[config.mk]
export PLATFORM = sky130hd
export DESIGN_NAME = tsc_dev_end_flat
export DESIGN_NICKNAME = d
export VERILOG_FILES = /design/src/rtl/tsc_pkg.sv /design/src/rtl/tsc_if.sv /design/src/rtl/tsc_lock_seq.sv /design/src/rtl/tsc_dev_end.sv /design/src/flat_wrapper.sv
export SDC_FILE = /design/constraint.sdc
export NUM_CORES = 1
export LEC_CHECK = 0
export BUFFER_PORTS_ARGS = -buffer_cell sky130_fd_sc_hd__buf_2
export CORE_MARGIN = 4
export CORE_UTILIZATION = 35
export CTS_BUF_LIST = sky130_fd_sc_hd__clkbuf_2
export DETAILED_ROUTE_END_ITERATION = 10
export GPL_TIMING_DRIVEN = 0
export MAX_ROUTING_LAYER = met4
export PLACE_DENSITY = 0.55
export SLEW_MARGIN = 25
export SYNTH_ARGS = -nofsm -noshare
export SYNTH_HDL_FRONTEND = slang
export SYNTH_SLANG_ARGS = --single-unit
[constraint.sdc]
create_clock -name ref_clk -period 7.1 [get_ports ref_clk]
set_clock_uncertainty 0.1 [all_clocks]
set_input_delay 1.065 -clock ref_clk [delete_from_list [all_inputs] [get_ports ref_clk]]
set_output_delay 1.065 -clock ref_clk [all_outputs]
set_load 0.01 [all_outputs]
[src/rtl/tsc_pkg.sv]
package tsc_pkg;
   // register offsets on the configuration port
   localparam logic [7:0] TSC_A_FILTER = 8'h56;
   localparam logic [7:0] TSC_A_SCAN0 = 8'h5C;
   localparam logic [7:0] TSC_A_SCAN1 = 8'h5D;
   localparam logic [7:0] TSC_A_THR0 = 8'h66;
   localparam logic [7:0] TSC_A_THR1 = 8'h67;
   localparam logic [7:0] TSC_A_CUR0 = 8'h70;
   localparam logic [7:0] TSC_A_CUR1 = 8'h71;
   localparam logic [7:0] TSC_A_GUARD = 8'h79;
   localparam logic [7:0] TSC_A_PRODID = 8'h7A;
   localparam logic [7:0] TSC_A_SLVADR = 8'h7C;
   // registers that must be set before per-sensor tuning
   localparam logic [7:0] TSC_A_PRE0 = 8'h07;
   localparam logic [7:0] TSC_A_PRE1 = 8'h50;
   localparam logic [7:0] TSC_A_PRE2 = 8'h51;
   // filter control fields
   localparam int TSC_B_BLRST = 7;
   localparam int TSC_B_DROP = 5;
   localparam int TSC_B_AVGEN = 4;
   localparam int TSC_B_ORD_LO = 0;
   localparam int TSC_B_ORD_HI = 1;
   // address and guard register fields
   localparam int TSC_B_PULLUP = 7;
   localparam int TSC_B_LOCK = 0;
   // reset values
   localparam logic TSC_R_DROP = 1'b1;
   localparam logic TSC_R_AVGEN = 1'b0;
   localparam logic [1:0] TSC_R_ORDER = 2'h0;
   localparam logic TSC_R_SCAN = 1'b0;
   localparam logic [7:0] TSC_R_THR = 8'h64;
   localparam logic [7:0] TSC_R_CUR = 8'h0A;
   localparam logic TSC_R_LOCK = 1'b0;
   localparam logic [7:0] TSC_R_SLVADR = 8'h00;
   // host-side value limits
   localparam logic [7:0] TSC_THR_MIN = 8'h03;
   localparam logic [7:0] TSC_CUR_NOISY = 8'h04;
   // guard byte sequences
   localparam logic [7:0] TSC_UNL0 = 8'h3C;
   localparam logic [7:0] TSC_UNL1 = 8'hA5;
   localparam logic [7:0] TSC_UNL2 = 8'h69;
   localparam logic [7:0] TSC_LCK0 = 8'h96;
   localparam logic [7:0] TSC_LCK1 = 8'h5A;
   localparam logic [7:0] TSC_LCK2 = 8'hC3;
   // guard sequence detector states
   typedef enum logic [4:0] {
      TSC_G_IDLE = 5'b00001,
      TSC_G_U1 = 5'b00010,
      TSC_G_U2 = 5'b00100,
      TSC_G_L1 = 5'b01000,
      TSC_G_L2 = 5'b10000
   } tsc_guard_e;
   // host engine states
   typedef enum logic [1:0] {
      TSC_H_IDLE = 2'b01,
      TSC_H_WAIT = 2'b10
   } tsc_host_e;
endpackage

[src/rtl/tsc_if.sv]
`timescale 1ns/10ps
`default_nettype none
// register channel between the configuration host and the device
interface tsc_if;
   logic req;
   logic we;
   logic [7:0] addr;
   logic [7:0] wdata;
   logic ack;
   logic [7:0] rdata;
   modport dev (input req, input we, input addr, input wdata,
                output ack, output rdata);
   modport host (output req, output we, output addr, output wdata,
                 input ack, input rdata);
endinterface
`default_nettype wire

[src/rtl/tsc_lock_seq.sv]
`timescale 1ns/10ps
`default_nettype none
module tsc_lock_seq
   import tsc_pkg::*;
(
   // clock and reset
   input wire logic ref_clk,
   input wire logic nrst,
   // writes aimed at the guard register
   input wire logic wr_stb,
   input wire logic [7:0] wr_byte,
   // sequence completed in this write
   output logic unlock_hit,
   output logic lock_hit
);
   tsc_guard_e st_q;
   tsc_guard_e st_d;

   // a wrong byte restarts, but may itself open a new sequence
   wire logic is_u0 = (wr_byte == TSC_UNL0);
   wire logic is_l0 = (wr_byte == TSC_LCK0);
   wire tsc_guard_e restart = is_u0 ? TSC_G_U1 :
                              (is_l0 ? TSC_G_L1 : TSC_G_IDLE);

   always_comb begin
      st_d = st_q;
      unlock_hit = 1'b0;
      lock_hit = 1'b0;
      if (wr_stb) begin
         unique case (st_q)
            TSC_G_U1: st_d = (wr_byte == TSC_UNL1) ? TSC_G_U2 : restart;
            TSC_G_U2: begin
               unlock_hit = (wr_byte == TSC_UNL2);
               st_d = unlock_hit ? TSC_G_IDLE : restart;
            end
            TSC_G_L1: st_d = (wr_byte == TSC_LCK1) ? TSC_G_L2 : restart;
            TSC_G_L2: begin
               lock_hit = (wr_byte == TSC_LCK2);
               st_d = lock_hit ? TSC_G_IDLE : restart;
            end
            TSC_G_IDLE: st_d = restart;
         endcase
      end
   end

   always_ff @(posedge ref_clk) begin
      if (!nrst)
         st_q <= TSC_G_IDLE;
      else
         st_q <= st_d;
   end
endmodule
`default_nettype wire

[src/rtl/tsc_dev_end.sv]
`timescale 1ns/10ps
`default_nettype none
// Summary of operation
// - baseline reset bit pulses, then self-clears
// - drop scan samples overlapping bus traffic
// - average enable bit switches raw averaging
// - depth code selects 2, 4, 8, 16
// - bit 0 sets sensor scan order
// - scan order writable only in setup
// - single-button variant lacks sensor-1 registers
// - host tunes after 07h, 50h, 51h
// - host keeps thresholds within 3..255
// - per-sensor 8-bit threshold, resets to 64h
// - current level zero becomes default ten
// - host avoids current levels four or below
// - 3Ch A5h 69h unlocks address register
// - 96h 5Ah C3h relocks address register
// - address writes ignored while locked
// - new address applies only on relock
// - guard read returns lock state bit 0
// - read-only product identifier per variant
// - address bits 6:0, pull-up disable bit 7
module tsc_dev_end
   import tsc_pkg::*;
#(
   parameter bit TWO_BUTTON = 1'b1,
   parameter logic [7:0] PRODUCT_ID = 8'hA7, // arbitrary value
   parameter int SAMPLE_W = 16
)
(
   // clock and reset
   input wire logic ref_clk,
   input wire logic nrst,
   // register channel
   tsc_if.dev bus,
   // sensing core status
   input wire logic setup_mode,
   input wire logic scan_busy,
   input wire logic sample_in_valid,
   input wire logic [SAMPLE_W-1:0] sample_in,
   // filter controls to the sensing core
   output logic baseline_force_reset,
   output logic bus_busy_sample_drop,
   output logic average_enable,
   output logic [4:0] average_samples,
   output logic sample_out_valid,
   output logic [SAMPLE_W-1:0] sample_out,
   // per-sensor settings
   output logic [1:0] scan_order,
   output logic [15:0] touch_threshold,
   output logic [15:0] sense_current_level,
   // bus address in effect
   output logic [6:0] slave_address,
   output logic pullup_disable,
   output logic address_lock_state
);
   localparam int NSENS = TWO_BUTTON ? 2 : 1;

   // refuse a sample width that the sample path cannot carry
   if (SAMPLE_W < 1) begin : g_bad_width
      $error("sample width must be positive");
   end

   logic ack_q;
   logic [7:0] rdata_q;
   logic blrst_q;
   logic drop_q;
   logic avgen_q;
   logic [1:0] order_q;
   logic [4:0] avgn_q;
   logic [1:0] scan_q;
   logic [7:0] thr_q [2];
   logic [7:0] cur_q [2];
   logic lock_q;
   logic [7:0] staged_q;
   logic [7:0] applied_q;
   logic traffic_q;
   logic sov_q;
   logic [SAMPLE_W-1:0] so_q;

   // write strobes per register
   wire logic wr = bus.req & bus.we;
   wire logic wr_filt = wr & (bus.addr == TSC_A_FILTER);
   wire logic wr_guard = wr & (bus.addr == TSC_A_GUARD);
   wire logic wr_slv = wr & (bus.addr == TSC_A_SLVADR);
   wire logic [7:0] slot_a [2];
   wire logic [7:0] thr_a [2];
   wire logic [7:0] cur_a [2];
   assign slot_a[0] = TSC_A_SCAN0;
   assign slot_a[1] = TSC_A_SCAN1;
   assign thr_a[0] = TSC_A_THR0;
   assign thr_a[1] = TSC_A_THR1;
   assign cur_a[0] = TSC_A_CUR0;
   assign cur_a[1] = TSC_A_CUR1;

   wire logic unlock_hit;
   wire logic lock_hit;

   tsc_lock_seq u_lock (
      .ref_clk(ref_clk),
      .nrst(nrst),
      .wr_stb(wr_guard),
      .wr_byte(bus.wdata),
      .unlock_hit(unlock_hit),
      .lock_hit(lock_hit)
   );

   // per-sensor registers; the second one only in the two-button build
   logic [7:0] sens_rd [2];
   logic [1:0] sens_hit;
   genvar g;
   generate
      for (g = 0; g < 2; g++) begin : g_sens
         if (g < NSENS) begin : g_on
            wire logic w_slot = wr & (bus.addr == slot_a[g]);
            wire logic w_thr = wr & (bus.addr == thr_a[g]);
            wire logic w_cur = wr & (bus.addr == cur_a[g]);
            // scan order only moves in setup mode
            always_ff @(posedge ref_clk) begin
               if (!nrst)
                  scan_q[g] <= TSC_R_SCAN;
               else if (w_slot && setup_mode)
                  scan_q[g] <= bus.wdata[0];
            end
            always_ff @(posedge ref_clk) begin
               if (!nrst)
                  thr_q[g] <= TSC_R_THR;
               else if (w_thr)
                  thr_q[g] <= bus.wdata;
            end
            // zero would stall the sensing current, so fall back to default
            always_ff @(posedge ref_clk) begin
               if (!nrst)
                  cur_q[g] <= TSC_R_CUR;
               else if (w_cur)
                  cur_q[g] <= (bus.wdata == 8'h00) ? TSC_R_CUR : bus.wdata;
            end
            assign sens_hit[g] = (bus.addr == slot_a[g]) |
                                 (bus.addr == thr_a[g]) |
                                 (bus.addr == cur_a[g]);
            assign sens_rd[g] = (bus.addr == slot_a[g]) ? {7'h00, scan_q[g]} :
                                (bus.addr == thr_a[g]) ? thr_q[g] :
                                cur_q[g];
         end else begin : g_off
            // absent sensor: unmapped, reads zero, settings parked
            always_ff @(posedge ref_clk) begin
               scan_q[g] <= TSC_R_SCAN;
               thr_q[g] <= TSC_R_THR;
               cur_q[g] <= TSC_R_CUR;
            end
            assign sens_hit[g] = 1'b0;
            assign sens_rd[g] = 8'h00;
         end
      end
   endgenerate

   // filter control; baseline reset is a one-cycle pulse and reads back 0
   always_ff @(posedge ref_clk) begin
      if (!nrst) begin
         blrst_q <= 1'b0;
         drop_q <= TSC_R_DROP;
         avgen_q <= TSC_R_AVGEN;
         order_q <= TSC_R_ORDER;
      end else begin
         blrst_q <= wr_filt & bus.wdata[TSC_B_BLRST];
         if (wr_filt) begin
            drop_q <= bus.wdata[TSC_B_DROP];
            avgen_q <= bus.wdata[TSC_B_AVGEN];
            order_q <= bus.wdata[TSC_B_ORD_HI:TSC_B_ORD_LO];
         end
      end
   end

   // depth code n means 2 << n samples
   always_ff @(posedge ref_clk) begin
      if (!nrst)
         avgn_q <= 5'h02;
      else
         avgn_q <= 5'h02 << order_q;
   end

   // guard lock and the staged/applied slave address
   always_ff @(posedge ref_clk) begin
      if (!nrst) begin
         lock_q <= TSC_R_LOCK;
         staged_q <= TSC_R_SLVADR;
         applied_q <= TSC_R_SLVADR;
      end else begin
         if (unlock_hit)
            lock_q <= 1'b0;
         else if (lock_hit) begin
            lock_q <= 1'b1;
            applied_q <= staged_q;
         end
         if (wr_slv && !lock_q)
            staged_q <= bus.wdata;
      end
   end

   // a sample is dropped, while drop is on, if any bus request fell inside its scan
   wire logic drop_now = drop_q & (traffic_q | bus.req);
   always_ff @(posedge ref_clk) begin
      if (!nrst) begin
         traffic_q <= 1'b0;
         sov_q <= 1'b0;
         so_q <= '0;
      end else begin
         if (sample_in_valid)
            traffic_q <= 1'b0;
         else if (scan_busy && bus.req)
            traffic_q <= 1'b1;
         sov_q <= sample_in_valid & ~drop_now;
         if (sample_in_valid)
            so_q <= sample_in;
      end
   end

   // read selection; unmapped offsets read zero
   wire logic [7:0] filt_rd = {1'b0, 1'b0, drop_q, avgen_q, 2'h0, order_q};
   wire logic [7:0] rd_mux =
      (bus.addr == TSC_A_FILTER) ? filt_rd :
      sens_hit[0] ? sens_rd[0] :
      sens_hit[1] ? sens_rd[1] :
      (bus.addr == TSC_A_GUARD) ? {7'h00, lock_q} :
      (bus.addr == TSC_A_PRODID) ? PRODUCT_ID :
      (bus.addr == TSC_A_SLVADR) ? staged_q : 8'h00;

   // every request is answered one cycle later
   always_ff @(posedge ref_clk) begin
      if (!nrst) begin
         ack_q <= 1'b0;
         rdata_q <= 8'h00;
      end else begin
         ack_q <= bus.req;
         rdata_q <= (bus.req && !bus.we) ? rd_mux : 8'h00;
      end
   end

   assign bus.ack = ack_q;
   assign bus.rdata = rdata_q;
   assign baseline_force_reset = blrst_q;
   assign bus_busy_sample_drop = drop_q;
   assign average_enable = avgen_q;
   assign average_samples = avgn_q;
   assign sample_out_valid = sov_q;
   assign sample_out = so_q;
   assign scan_order = scan_q;
   assign touch_threshold = {thr_q[1], thr_q[0]};
   assign sense_current_level = {cur_q[1], cur_q[0]};
   assign slave_address = applied_q[6:0];
   assign pullup_disable = applied_q[TSC_B_PULLUP];
   assign address_lock_state = lock_q;
endmodule
`default_nettype wire

[src/flat_wrapper.sv]
// flat-port wrapper written by rule: the top's interface ports become plain ports
module tsc_dev_end_flat import tsc_pkg::*;
#(
   parameter bit TWO_BUTTON = 1'b1,
   parameter logic [7:0] PRODUCT_ID = 8'hA7,                   
   parameter int SAMPLE_W = 16
)
  (ref_clk, nrst, setup_mode, scan_busy, sample_in_valid, sample_in, baseline_force_reset, bus_busy_sample_drop, average_enable, average_samples, sample_out_valid, sample_out, scan_order, touch_threshold, sense_current_level, slave_address, pullup_disable, address_lock_state, bus_req, bus_we, bus_addr, bus_wdata, bus_ack, bus_rdata);
  tsc_if bus_i ();
  input wire logic ref_clk;
  input wire logic nrst;
  input wire logic setup_mode;
  input wire logic scan_busy;
  input wire logic sample_in_valid;
  input wire logic [SAMPLE_W-1:0] sample_in;
  output logic baseline_force_reset;
  output logic bus_busy_sample_drop;
  output logic average_enable;
  output logic [4:0] average_samples;
  output logic sample_out_valid;
  output logic [SAMPLE_W-1:0] sample_out;
  output logic [1:0] scan_order;
  output logic [15:0] touch_threshold;
  output logic [15:0] sense_current_level;
  output logic [6:0] slave_address;
  output logic pullup_disable;
  output logic address_lock_state;
  input wire logic [$bits(bus_i.req)-1:0] bus_req;
  input wire logic [$bits(bus_i.we)-1:0] bus_we;
  input wire logic [$bits(bus_i.addr)-1:0] bus_addr;
  input wire logic [$bits(bus_i.wdata)-1:0] bus_wdata;
  output wire logic [$bits(bus_i.ack)-1:0] bus_ack;
  output wire logic [$bits(bus_i.rdata)-1:0] bus_rdata;
  assign bus_i.req = bus_req;
  assign bus_i.we = bus_we;
  assign bus_i.addr = bus_addr;
  assign bus_i.wdata = bus_wdata;
  assign bus_ack = bus_i.ack;
  assign bus_rdata = bus_i.rdata;
  tsc_dev_end #(.TWO_BUTTON(TWO_BUTTON), .PRODUCT_ID(PRODUCT_ID), .SAMPLE_W(SAMPLE_W)) u_core (.ref_clk(ref_clk), .nrst(nrst), .bus(bus_i), .setup_mode(setup_mode), .scan_busy(scan_busy), .sample_in_valid(sample_in_valid), .sample_in(sample_in), .baseline_force_reset(baseline_force_reset), .bus_busy_sample_drop(bus_busy_sample_drop), .average_enable(average_enable), .average_samples(average_samples), .sample_out_valid(sample_out_valid), .sample_out(sample_out), .scan_order(scan_order), .touch_threshold(touch_threshold), .sense_current_level(sense_current_level), .slave_address(slave_address), .pullup_disable(pullup_disable), .address_lock_state(address_lock_state));
endmodule
-- Yosys cells after proc, flatten, opt, wreduce, memory -nomap -nowiden
Memories as Yosys holds them, arrays and structs flattened.
Index checks and enable logic that the tools add are counted.
- register bits: 61
- memory bits (writable): 32
- input port bits: 39
- output and inout bits: 77
- memories kept: 2
- equality and inequality tests: 21
- shift operators: 1
- multiplexer cells: 39
- bitwise operators: 26
- reductions and logical operators: 13
- memories (name ; words ; width ; read ports ; clocked after memory_dff ; wr ports ; line ; text):
    u_core.cur_q ; 2 ; 8 ; 2 ; 0 ; 2 ; tsc_dev_end.sv:73 ; logic [7:0] cur_q [2];
    u_core.thr_q ; 2 ; 8 ; 2 ; 0 ; 2 ; tsc_dev_end.sv:72 ; logic [7:0] thr_q [2];
- operators with widths (cell ; count):
    8-bit two-way mux ; 14
    8-bit by 7-bit equality test with 1-bit output (second input constant) ; 12
    5-bit case mux with 5 select lines ; 1
    8-bit equality test (second input constant) ; 3
    4-bit two-way mux ; 5
    1-bit two-way mux ; 17
    1-bit AND ; 13
    1-bit OR ; 9
    8-bit by 6-bit equality test with 1-bit output (second input constant) ; 1
    8-bit zero test ; 1
    6-bit two-way mux ; 1
    5-bit by 1-bit equality test with 1-bit output (second input constant) ; 1
    5-bit by 2-bit equality test with 1-bit output (second input constant) ; 1
    5-bit by 3-bit equality test with 1-bit output (second input constant) ; 1
    5-bit by 4-bit equality test with 1-bit output (second input constant) ; 1
    5-bit equality test (second input constant) ; 1
    1-bit logical AND ; 5
    5-bit two-way mux ; 1
    2-bit by 2-bit << shifter with 5-bit output (first input constant) ; 1
    1-bit inverter ; 4
    2-bit AND reduction ; 2
    2-bit OR reduction ; 2
    3-bit OR reduction ; 1
    1-bit zero test ; 2

-- Logic depth before layout (Yosys ltp)
- depth in word-level cells: 7
- depth in mapped cells: 7
- mapped depth without buffers: 5

-- Cells and area by module
A second synthesis with hierarchy kept.
- cell total of the unflattened synthesis: 424
- area, all modules: 4367.9 um2
- modules (own cells, without submodules) (module ; times used ; cells each ; area an instance (um2) ; sequential area each (um2)):
    tsc_dev_end ; 1 ; 369 ; 3888.7 ; 2062.0
    tsc_lock_seq ; 1 ; 55 ; 479.2 ; 100.1

-- Least setup slack after synthesis
OpenSTA, ideal clock, no wires.
- path kind: in2reg
- from: in bus_addr[0]
- to: mem u_core.thr_q[1][0] (enable)
- library setup time: 384 ps
- arrival: 2667 ps
- slack: 3949 ps
- cell stages on the path: 5
- path buffers: 2
- cells stage by stage: buf_2 -> nor4bb_1 -> nand3_1 -> clkbuf_1 -> o21ai_0
- RTL lines (element ; line ; text):
    from (decl) ; flat_wrapper.sv:30 ; input wire logic [$bits(bus_i.addr)-1:0] bus_addr;
    to (decl) ; tsc_dev_end.sv:72 ;

==> metrics.csv <==
stage,metric,value,unit
run_status,status,"finished, final reports clean",
critical_path,path_max_fanout,10,
global_route,gr-usage-met1,0.231,
synth,syn_inst,387,
placement,io_buffers,110,
global_route,grt_max_degree,16,
drt,first_pass_iters,4,
clock_network,cts_resized,0,
clock_network,path_clk_slew,0.23,ns
drt,initialDrtViolationCount,137,
critical_path,crit_path_cell_trace,buf_2 > buf_2 > nor4bb_1 > nand3_1 > clkbuf_1 > o21ai_1,
cells_and_area,multi_input_area,0.00186,mm²
cells_and_area,fillers,1157,
global_route,grt_antenna_before_repair,0,
drt,drt-total-wl,11.8,mm
global_route,busiest_layer,met2,
floorplanning,dieArea,0.0136,mm²
sta,post-route-min-period,3.07,ns
power_and_ir_drop,peakVddDrop,0.0000831,V
critical_path,required,7.21,ns
critical_path,worst_path_max_delay_cell,o21ai_1,
floorplanning,io_pins,116,
synth,ys_warn_count,0,
drt,avgRoutedWirePerCell,17.9,µm
run,maxCapViolations,0,
critical_path,cp_common_cell,buf_2,
clock_network,post_cts_buffers,0,
cells_and_area,finalNonFillerCells,659,
sta,finalHoldViolations,0,
critical_path,start_kind,input pin,
global_route,grt_pass1_vias,3161,
synth,yosysSeqAreaShare,0.525,
synth,ys.flop_type,dfxtp_1,
clock_network,cts_hold_buf,0,
cells_and_area,syn_to_final_growth,22.1,%
floorplanning,num_rows,39,
power_and_ir_drop,p_per_area,193,mW/mm²
global_route,grt_usage,0.178,
synth,async_flop_share,0,
clock_network,clock-sinks,92,
critical_path,path_class,input pin to register,
sta,fin_crit_sh,0.432,
critical_path,arrival,3.18,ns
sta,slew_headroom,0.382,
synth,synth_top_area_frac,0.292,
clock_network,cts_max_path_buffers,2,
global_route,gr-usage-met3,0.0249,
synth,syn_avg_cell_area,10.6,µm²
power_and_ir_drop,p_leak,2.30,nW
sta,slew_violations,0,
critical_path,cp.buffers_inverters,3,
sta,fin_setup_tns,0,ns
placement,dp.cells,642,
global_route,overflow,0,
placement,pre_cts_ws,3.46,ns
floorplanning,die_y,116,µm
floorplanning,start_util,0.359,
drt,routed_via_density,5.13,
clock_network,cts_root_buf,clkbuf_2,
clock_network,htree_num_levels,3,
worst_hold_path,hp-class,register to register,
synth,synth_area,0.00412,mm²
cells_and_area,post-route-util,0.438,
critical_path,max_stage_delay,0.74,ns
synth,syn_nets,426,
sta,max_freq,326,MHz
drt,ant_nets,0,
global_route,grtUsageMet2,0.279,
critical_path,crit_path_end_kind,register,
clock_network,clk_latency,0.56,ns
cells_and_area,seqCellArea,0.00216,mm²
placement,place_congestion,0.857,
critical_path,critPathTopFamily,compound AO/OA/AOI/OAI gates,
cells_and_area,drive_gt1_frac,0.287,
clock_network,numCtsBuffers,9,
synth,synth_area_leaders,"dfxtp_1, edfxtp_1, mux2i_1, nor2b_1, and2_1",
sta,worst_pin_slew,0.919,ns
synth,synth-edff-count,32,
clock_network,cts_tree,done,
drt,drc,0,
sta,rsz0062_at_grt,false,
cells_and_area,num-nets-final,549,
sta,fin_ws,4.03,ns
floorplanning,core,0.0115,mm²
synth,yosysTopAreaCell,dfxtp_1,
sta,finalSetupViolCount,0,
drt,vias,3380,
synth,synth-seq-cells,92,
placement,dp_hpwl,8.76,mm
floorplanning,dieWidth,116,µm
sta,whs,0.426,ns
synth,synth_cell_types,48,
global_route,grt_pass1_wl,17.6,mm
power breakdown:
part	internal (mW)	switching, mW
clock network	0.119	0.186
registers	0.561	0.00845
logic	0.0382	0.0571
total	0.718	0.252
cell type report:
| type | count | area share |
|---|---|---|
| Sequential cell | 92 | 0.430 |
| Multi-Input combinational cell | 267 | 0.369 |
| Timing Repair Buffer | 112 | 0.112 |
| Tap cell | 143 | 0.0356 |
| Buffer | 22 | 0.0209 |
| Clock inverter | 6 | 0.0172 |
| Clock buffer | 10 | 0.00996 |
| Inverter | 6 | 0.00448 |
| Antenna cell | 1 | 0.000498 |
Yosys cell counts (all sizes together), types with 3 or more instances:
library cell and instances:
and2 26, mux2i 52, nand3b 3, nor2 22, nor4 3, edfxtp 32, or3 7, nand3 5
nor2b 44, or4 3, nand2 21, nor3 4, and3 3, inv 6, nand4 11, dfxtp 60
clkbuf 15, a21oi 7, o211ai 3, o21a 4, o22ai 7, buf 7, o221a 3, o21ai 13
worst register-to-register path: cells and delay by family (launching register included):
family	cells	cell delay [ns]
multiplexers	1	0.15
flip-flops	1	0.40
AND/OR/NAND/NOR	4	0.86
buffers and inverters	1	0.17
logic make-up (layout without fill, tap and decap cells):
kind of cell	after synthesis	in the layout	share of synthesized area
AOI/OAI and AO/OA	47	47	0.0769
and+or+nand+nor	164	164	0.232
muxes	54	54	0.132
DFF	92	92	0.525
xor gates and xnor gates	1	1	0.00213
buffers and inverters	28	156	0.0310
other	1	2	0.000910
cell usage in the layout, fill, tap and decap left out, types with 9 or more instances in the layout:
master	count
nand4_1	9
clkbuf_1	15
edfxtp_1	32
nand2_1	21
nor2_1	22
o21ai_0	11
dfxtp_1	60
buf_2	114
nor2b_1	44
mux2i_1	52
clkbuf_2	10
and2_1	26
stage by stage:
step | power (mW) | area (µm²)
floorplan | 0.628 | 4120
global placement | 0.673 | 4850
detailed placement | 0.676 | 4890
CTS | 0.980 | 5020
global route | 1.01 | 5020
finish | 0.970 | 5030
path summary, 6_finish.rpt:
kind,startpoint,to,slack (ns),cells past startpoint
max reg2reg,u_core.u_lock.st_q[1],u_core.applied_q[0],5.34,6
min reg2reg,u_core.order_q[1],u_core.average_samples[3],0.43,2
max,bus_addr[0],u_core.thr_q[1][3],4.03,6
min,u_core.order_q[1],u_core.average_samples[3],0.43,2
state kept, by name (all words and copies together) (netlist names), 2 cells and up:
signal,cells
u_core.applied_q,8
u_core.average_samples,4
u_core.bus.rdata,8
u_core.cur_q,16
u_core.order_q,2
u_core.sample_out,16
u_core.scan_order,2
u_core.staged_q,8
u_core.thr_q,16
u_core.u_lock.st_q,5
routing by layer:
metal	routed length (µm)	up-vias
met5	0	-
met4	237	0
met3	680	19
met2	5750	118
met1	5140	1615
li1	-	1628
(Power assumes the default switching activity.)
